$ cat src/hdl/sag_regs.svh
// Constants for the segmented address generator
`ifndef SAG_REGS_SVH
`define SAG_REGS_SVH
`define SAG_PHYS_BITS      24
`define SAG_PG_BIT         31
`define SAG_REAL_SHIFT     4
`define SAG_REAL_LIMIT     32'h0000FFFF
`define SAG_EXTRA_CYCLES   1
`define SAG_GPR_SP         3'h4
`define SAG_GPR_BP         3'h5
`define SAG_GPR_BX         3'h3
`define SAG_GPR_SI         3'h6
`define SAG_GPR_DI         3'h7
`endif

$ cat src/hdl/sag_pkg.sv
// Types shared by the segmented address generator
package sag_pkg;
  // Segment numbering follows the selector file order
  typedef enum logic [2:0] {
    SAG_SEG_EXTRA = 3'h0,
    SAG_SEG_CODE  = 3'h1,
    SAG_SEG_STACK = 3'h2,
    SAG_SEG_DATA  = 3'h3,
    SAG_SEG_AUX1  = 3'h4,
    SAG_SEG_AUX2  = 3'h5
  } sag_seg_t;
  // Kind of memory reference the pipeline asks for
  typedef enum logic [2:0] {
    SAG_REF_FETCH = 3'h0,
    SAG_REF_PUSH  = 3'h1,
    SAG_REF_POP   = 3'h2,
    SAG_REF_SDST  = 3'h3,
    SAG_REF_DATA  = 3'h4
  } sag_ref_t;
endpackage

$ cat src/hdl/sag_top.sv
// Segmented address generator: size, segment, linear and physical address
`timescale 1ns/1ns
`default_nettype none
`include "sag_regs.svh"
module sag_top
  import sag_pkg::*;
(
  // Clock and reset
  input  wire logic        core_clk,
  input  wire logic        srst,
  // Mode and control state
  input  wire logic        real_mode,
  input  wire logic [31:0] ctrl_reg0,
  input  wire logic        desc_default_big,
  // Prefixes
  input  wire logic        op_len_prefix,
  input  wire logic        addr_len_prefix,
  input  wire logic        ovr_en,
  input  wire logic [2:0]  ovr_seg,
  // Request
  input  wire logic        req_valid,
  input  wire logic [2:0]  ref_kind,
  input  wire logic [31:0] instr_ptr,
  input  wire logic        base_en,
  input  wire logic [2:0]  base_sel,
  input  wire logic [31:0] base_val,
  input  wire logic        index_en,
  input  wire logic [2:0]  index_sel,
  input  wire logic [31:0] index_val,
  input  wire logic [1:0]  scale_log2,
  input  wire logic [1:0]  disp_size,
  input  wire logic [31:0] disp_val,
  // Segment bases and selectors, six of each
  input  wire logic [191:0] seg_base_flat,
  input  wire logic [95:0]  seg_selector_flat,
  // Results
  output logic             req_ready,
  output logic             out_valid,
  output logic [2:0]       out_seg,
  output logic [31:0]      out_offset,
  output logic [31:0]      out_linear,
  output logic [23:0]      out_phys,
  output logic             out_to_pager,
  output logic             out_gp_fault,
  output logic             out_form_bad,
  output logic             out_op32,
  output logic             out_addr32
);
  typedef enum logic [0:0] {SAG_IDLE, SAG_EXTRA} sag_state_t;

  logic        def_big;
  logic        op32;
  logic        addr32;
  logic        is_fetch;
  logic [2:0]  seg_sel;
  logic [31:0] ea;
  logic        bad;
  logic [31:0] offset;
  logic [31:0] linear;
  logic        paging;
  logic        gp_fault;
  logic        need_extra;
  logic [31:0] seg_base [0:5];
  logic [15:0] seg_selr [0:5];

  sag_state_t  state_r,    state_nxt;
  logic        ready_r,    ready_nxt;
  logic        valid_r,    valid_nxt;
  logic [2:0]  seg_r,      seg_nxt;
  logic [31:0] off_r,      off_nxt;
  logic [31:0] lin_r,      lin_nxt;
  logic [23:0] phys_r,     phys_nxt;
  logic        pager_r,    pager_nxt;
  logic        gp_r,       gp_nxt;
  logic        bad_r,      bad_nxt;
  logic        op32_r,     op32_nxt;
  logic        a32_r,      a32_nxt;

  // Unpack the segment file
  genvar g;
  generate
    for (g = 0; g < 6; g++)
    begin : g_seg
      assign seg_base[g] = seg_base_flat[g*32 +: 32];
      assign seg_selr[g] = seg_selector_flat[g*16 +: 16];
    end
  endgenerate

  // Sizes: real mode forces 16, else descriptor bit; prefixes invert
  assign def_big = real_mode ? 1'b0 : desc_default_big;
  assign op32    = def_big ^ op_len_prefix;
  assign addr32  = def_big ^ addr_len_prefix;
  assign is_fetch = (ref_kind == SAG_REF_FETCH);

  sag_seg_select u_seg
  (
    .ref_kind (ref_kind),
    .base_en  (base_en),
    .base_sel (base_sel),
    .addr32   (addr32),
    .ovr_en   (ovr_en),
    .ovr_seg  (ovr_seg),
    .seg_sel  (seg_sel)
  );

  sag_offset_calc u_off
  (
    .base_en          (base_en),
    .base_val         (base_val),
    .index_en         (index_en),
    .index_sel        (index_sel),
    .index_val        (index_val),
    .scale_log2       (scale_log2),
    .disp_size        (disp_size),
    .disp_val         (disp_val),
    .addr32           (addr32),
    .effective_offset (ea),
    .form_bad         (bad)
  );

  // Linear address and paging path
  always_comb
  begin
    offset = is_fetch ? instr_ptr : ea;
    if (real_mode)
      linear = ({16'h0000, seg_selr[seg_sel]} << `SAG_REAL_SHIFT) + offset;
    else
      linear = seg_base[seg_sel] + offset;
    paging   = !real_mode && ctrl_reg0[`SAG_PG_BIT];
    // Fetch offsets are not checked here; the fetch unit owns that
    gp_fault = real_mode && !is_fetch && (offset > `SAG_REAL_LIMIT);
    need_extra = !is_fetch && base_en && index_en;
  end

  // Handshake and result capture; base plus index on a non-fetch holds one more clock
  always_comb
  begin
    state_nxt = state_r;
    ready_nxt = ready_r;
    valid_nxt = 1'b0;
    seg_nxt   = seg_r;
    off_nxt   = off_r;
    lin_nxt   = lin_r;
    phys_nxt  = phys_r;
    pager_nxt = pager_r;
    gp_nxt    = gp_r;
    bad_nxt   = bad_r;
    op32_nxt  = op32_r;
    a32_nxt   = a32_r;
    unique case (state_r)
      SAG_IDLE:
      begin
        ready_nxt = 1'b1;
        if (req_valid && ready_r)
        begin
          seg_nxt   = seg_sel;
          off_nxt   = offset;
          lin_nxt   = linear;
          phys_nxt  = linear[`SAG_PHYS_BITS-1:0];
          pager_nxt = paging;
          gp_nxt    = gp_fault;
          bad_nxt   = bad;
          op32_nxt  = op32;
          a32_nxt   = addr32;
          if (need_extra)
          begin
            state_nxt = SAG_EXTRA;
            ready_nxt = 1'b0;
          end
          else
            valid_nxt = 1'b1;
        end
      end
      SAG_EXTRA:
      begin
        valid_nxt = 1'b1;
        ready_nxt = 1'b1;
        state_nxt = SAG_IDLE;
      end
    endcase
  end

  // Registers only
  always_ff @(posedge core_clk)
  begin
    if (srst)
    begin
      state_r <= SAG_IDLE;
      ready_r <= 1'b0;
      valid_r <= 1'b0;
      seg_r   <= 3'h0;
      off_r   <= 32'h00000000;
      lin_r   <= 32'h00000000;
      phys_r  <= 24'h000000;
      pager_r <= 1'b0;
      gp_r    <= 1'b0;
      bad_r   <= 1'b0;
      op32_r  <= 1'b0;
      a32_r   <= 1'b0;
    end
    else
    begin
      state_r <= state_nxt;
      ready_r <= ready_nxt;
      valid_r <= valid_nxt;
      seg_r   <= seg_nxt;
      off_r   <= off_nxt;
      lin_r   <= lin_nxt;
      phys_r  <= phys_nxt;
      pager_r <= pager_nxt;
      gp_r    <= gp_nxt;
      bad_r   <= bad_nxt;
      op32_r  <= op32_nxt;
      a32_r   <= a32_nxt;
    end
  end

  assign req_ready    = ready_r;
  assign out_valid    = valid_r;
  assign out_seg      = seg_r;
  assign out_offset   = off_r;
  assign out_linear   = lin_r;
  assign out_phys     = phys_r;
  assign out_to_pager = pager_r;
  assign out_gp_fault = gp_r;
  assign out_form_bad = bad_r;
  assign out_op32     = op32_r;
  assign out_addr32   = a32_r;
endmodule
`default_nettype wire

$ cat src/hdl/sag_seg_select.sv
// Default segment choice and override handling
`timescale 1ns/1ns
`default_nettype none
`include "sag_regs.svh"
module sag_seg_select
  import sag_pkg::*;
(
  // Reference description
  input  wire logic [2:0] ref_kind,
  input  wire logic       base_en,
  input  wire logic [2:0] base_sel,
  input  wire logic       addr32,
  // Override prefix
  input  wire logic       ovr_en,
  input  wire logic [2:0] ovr_seg,
  // Chosen segment
  output logic [2:0]      seg_sel
);
  logic stack_base;

  // Frame pointer as base selects the stack segment; stack pointer too with 32-bit addressing
  always_comb
  begin
    if (addr32)
      stack_base = base_en && ((base_sel == `SAG_GPR_BP) || (base_sel == `SAG_GPR_SP));
    else
      stack_base = base_en && (base_sel == `SAG_GPR_BP);
  end

  // Fixed references ignore any override prefix
  always_comb
  begin
    unique case (sag_ref_t'(ref_kind))
      SAG_REF_FETCH: seg_sel = SAG_SEG_CODE;
      SAG_REF_PUSH,
      SAG_REF_POP:   seg_sel = SAG_SEG_STACK;
      SAG_REF_SDST:  seg_sel = SAG_SEG_EXTRA;
      SAG_REF_DATA:
      begin
        if (ovr_en && (ovr_seg <= SAG_SEG_AUX2))
          seg_sel = ovr_seg;
        else if (stack_base)
          seg_sel = SAG_SEG_STACK;
        else
          seg_sel = SAG_SEG_DATA;
      end
      default:       seg_sel = SAG_SEG_DATA;
    endcase
  end
endmodule
`default_nettype wire

$ cat src/hdl/sag_offset_calc.sv
// Effective offset sum with scaling, displacement and size wrap
`timescale 1ns/1ns
`default_nettype none
`include "sag_regs.svh"
module sag_offset_calc
(
  // Components
  input  wire logic        base_en,
  input  wire logic [31:0] base_val,
  input  wire logic        index_en,
  input  wire logic [2:0]  index_sel,
  input  wire logic [31:0] index_val,
  input  wire logic [1:0]  scale_log2,
  input  wire logic [1:0]  disp_size,
  input  wire logic [31:0] disp_val,
  input  wire logic        addr32,
  // Result
  output logic [31:0]      effective_offset,
  output logic             form_bad
);
  logic [31:0] base_term;
  logic [31:0] index_term;
  logic [31:0] disp_term;
  logic [31:0] sum;

  // Operand terms; an absent term counts as zero
  always_comb
  begin
    base_term  = base_en ? base_val : 32'h00000000;
    index_term = 32'h00000000;
    if (index_en)
      index_term = addr32 ? (index_val << scale_log2)
                          : {16'h0000, index_val[15:0]};
    unique case (disp_size)
      2'h0: disp_term = 32'h00000000;
      2'h1: disp_term = {{24{disp_val[7]}}, disp_val[7:0]};
      2'h2: disp_term = {{16{disp_val[15]}}, disp_val[15:0]};
      2'h3: disp_term = disp_val;
    endcase
    if (!addr32)
      base_term = {16'h0000, base_val[15:0]} & {32{base_en}};
    sum = base_term + index_term + disp_term;
    effective_offset = addr32 ? sum : {16'h0000, sum[15:0]};
    // Illegal register or width combinations for the active size
    if (addr32)
      form_bad = (index_en && (index_sel == `SAG_GPR_SP)) ||
                 (disp_size == 2'h2);
    else
      form_bad = (disp_size == 2'h3) || (scale_log2 != 2'h0);
  end
endmodule
`default_nettype wire

$ cat config.mk
export PLATFORM = sky130hd
export DESIGN_NAME = sag_top
export DESIGN_NICKNAME = d
export VERILOG_FILES = /design/src/hdl/sag_pkg.sv /design/src/hdl/sag_top.sv /design/src/hdl/sag_seg_select.sv /design/src/hdl/sag_offset_calc.sv
export VERILOG_INCLUDE_DIRS = /design/src /design/src/hdl
export SDC_FILE = /design/constraint.sdc
export NUM_CORES = 1
export LEC_CHECK = 0
export ABC_AREA = 1
export CAP_MARGIN = 20
export CORE_AREA = 4 4 221 223
export CTS_BUF_LIST = sky130_fd_sc_hd__clkbuf_4
export DETAILED_ROUTE_END_ITERATION = 10
export DIE_AREA = 0 0 225 227
export DONT_BUFFER_PORTS = 1
export PLACE_DENSITY = 0.52
export SLEW_MARGIN = 25
export SYNTH_ARGS = -nofsm -noshare
export SYNTH_HDL_FRONTEND = slang
export SYNTH_SLANG_ARGS = --single-unit
$ cat constraint.sdc
create_clock -name core_clk -period 6.1 [get_ports core_clk]
set_clock_uncertainty 0.05 [all_clocks]
set_input_delay 1.525 -clock core_clk [delete_from_list [all_inputs] [get_ports core_clk]]
set_output_delay 1.525 -clock core_clk [all_outputs]
set_load 0.02 [all_outputs]
==> results.md <==
- Outcome: completed
- Die area: 51080 µm²
- Req. time, crit path: 6.51 ns
- Num Clock Sinks: 75
- Ratio of cells with drive above 1 in the final layout: 0.2073
- Reg-to-reg slack, setup: 3.76 ns
- Synthesized area: 13340 µm²
- DRC errors left: 0
- Sequential cell area fraction in the yosys report: 0.1126
- Final instance area: around 17000 µm²
- Area occupied by multi-input gates: around 10000 µm²
- EDFF count, synth: 0
- Slew headroom: 0.5127
- Final period utilization: 0.9519
- VDD IR max: 0.1048 mV
- CTS Buf Count: 9
- Largest net degree at the start of global routing: 66
- Kind of critical path: in2reg
- Clk_lat worst skew: between 0.5 and 0.6 ns
- Antenna violations before repair: 7
- DIE HEIGHT: between 200 and 250 µm
- Avg WL per Cell: 20.01 µm
- CP arrival: about 6.2 ns
- Nets@finish: 3117
- Most frequent cells in the layout: nand2_1 (627), buf_4 (346), inv_1 (291), a21oi_1 (181), nor2_1 (178)
- Clock transition at the registers of the reported paths: 0.13 ns
- Worst Path Max Fanout: 46
- Most common cell after layout, fill and taps aside: nand2_1
- Cell seen most often among critical-path stages: nand2_1
- Global-route wire length before repair: ~90000 µm
- Max-cap violations: 0
- Fillers: 5177
- TritonCTS clock tree: built
- Crit end category: register
- Drt via density: 5.087
- Total core area: ~47000 µm²
- Area delta synth->final: 24.77%
- Placed Cells: 3121
- I/O pins: 572
- Syn Nets: 2886
- Mapped Cells: 2301
- DRT antenna net count: 0
- Vias in the first global route: 15790
- H-tree levels: 3
- YS warnings: 0
- Hold Crit Class: reg2reg
- Post-Route WL: 63000 µm
- Placed cell area: roughly 16000 µm²
- Worst-Margin Slew: 0.7302 ns
- Share of synthesized flip-flops with an asynchronous set or reset: 0
- Root buf cell: clkbuf_4
- Total GRT Usage: 0.2328
- Util after Layout: 0.3575
- Cts hold-fix bufs: 0
- Final setup viols: 0
- Worst path max stage delay: 0.46 ns
- Critical-path top delay cell: fa_1
- Average size of a mapped cell: 5.797 µm²
- Predominant post-synthesis flop cell: dfxtp_1
- DR vias: 16010
- Rows: 79
- Die width: 225 µm
- Total grt overflow: 0
- Minimum clock period: 5.807 ns
- Fin. max-slew vios: 0
- Placed wire-length estimate: 54270 µm
- CP startpoint kind: input pin
- Initial DRT Pass Iterations: 7
- Clock buffer depth: 2
- Yosys reg bits: 75
- PortBufs: 0
- Post-route insts no fill: 3148
- Gp weighted congestion: 0.9222
- Starting Density: 0.2865
- Pwr/cell area: 272.0 nW/µm²
- Drt first-iter violations: 751
- Register area: around 1500 µm²
- Hold Vio Cnt, Final: 0
- Post-synth cell types: 56
- Lkg Pwr: between 8 and 9 nW
- Peak Freq: 172.2 MHz
==> routing by layer <==
metal,GRT usage,wire (µm),up-vias
met4,0.05553,1277,4
met2,0.4391,32130,518
met3,0.04591,4243,61
li1,-,-,8041
met1,0.2708,25320,7389
met5,0,27,-
==> cell families after synthesis <==
family	synth area share
AOI/OAI and AO/OA	0.2551
xor gates and xnor gates	0.02223
adders and majority gates	0.1233
buffers and inverters	0.1361
DFF	0.1126
muxes	0.008255
and+or+nand+nor	0.3425
==> flip-flops by register name, summed over array words and instances, names as in the netlist <==
name,flops
out_op32,1
out_form_bad,1
req_ready,1
state_r,1
out_seg,3
out_gp_fault,1
out_offset,32
out_to_pager,1
out_valid,1
out_addr32,1
out_linear,32
==> cell usage after synthesis (3+ instances only) <==
library cell / count / area share
nor4_1: 5 / 0.0023
or2_2: 16 / 0.0075
a21oi_1: 191 / 0.072
nor2_2: 9 / 0.0042
o211ai_1: 52 / 0.029
xor2_1: 12 / 0.0079
o21ai_0: 186 / 0.070
nor2_8: 3 / 0.0045
a31oi_1: 24 / 0.011
dfxtp_1: 75 / 0.11
nor3_1: 11 / 0.0041
clkbuf_1: 67 / 0.019
and2_1: 3 / 0.0014
nand2_1: 628 / 0.18
xnor2_1: 20 / 0.013
buf_2: 27 / 0.010
fa_1: 34 / 0.051
nand2_2: 23 / 0.011
buf_6: 3 / 0.0025
nand3_2: 11 / 0.0083
nor2_4: 4 / 0.0034
a21o_1: 7 / 0.0039
a32o_1: 45 / 0.034
o21a_1: 4 / 0.0023
inv_2: 12 / 0.0034
buf_1: 8 / 0.0023
mux2i_1: 11 / 0.0083
nand2_4: 7 / 0.0059
nand3_1: 100 / 0.038
nand4_1: 16 / 0.0075
nor2_1: 192 / 0.054
o22ai_1: 20 / 0.0094
nand3b_1: 7 / 0.0039
ha_1: 77 / 0.072
buf_4: 28 / 0.016
inv_1: 292 / 0.082
o21ai_1: 28 / 0.011
or2_0: 15 / 0.0070
a211oi_1: 4 / 0.0023
==> power by group <==
part	switching (W)	leakage [nW]	internal (W)
Sequential	0.000127	0.618	0.000533
Clock	0.000233	0.0706	0.000126
Combinational	0.00190	7.67	0.00161
Total	0.00226	8.36	0.00227
==> worst max-delay path: cells and delay by family <==
kind | cells | cell delay (ns)
and+or+nand+nor | 20 | 2.14
adders and majority gates | 3 | 1.22
buffers and inverters | 7 | 0.78
AOI/OAI and AO/OA | 3 | 0.49
==> metrics by stage <==
| step | setup WS (ns) | setup TNS, ns | hold slack, ns | power (W) |
|---|---|---|---|---|
| 2_1_floorplan | 0.01141 | 0 | 0.3875 | 0.002474 |
| 3_3_place_gp | -0.5915 | -6.154 | 0.4688 | 0.003992 |
| 3_5_place_dp | -0.6213 | -7.102 | 0.4832 | 0.004013 |
| 4_1_cts | 0.08962 | 0 | 0.5183 | 0.004398 |
| 5_1_grt | -0.006020 | -0.006428 | 0.5735 | 0.004950 |
| 6_report | 0.2931 | 0 | 0.5116 | 0.004526 |
==> timing repair <==
action	4_1_cts	5_1_grt
pin swaps	0	5
cloned	0	1
setup endpoints to repair	1	18
gates resized for setup	1	87
setup buffers	0	6
==> final cells by class <==
class | count | share of cell area
multi-input combinational | 1787 | 0.6225
timing repair buffer | 352 | 0.1628
inverter | 307 | 0.06969
clock buffer | 9 | 0.004060
antenna | 4 | 0.0006014
clock inverter | 7 | 0.004511
sequential | 75 | 0.09021
tap | 607 | 0.04563
==> final timing paths <==
kind / start / to / cells after the start
max: real_mode / out_linear[31] / 33
min: state_r / out_valid / 2
max reg2reg: req_ready / out_linear[18] / 6
min reg2reg: state_r / out_valid / 2
No activity file was read; power rests on OpenSTA's default activity.
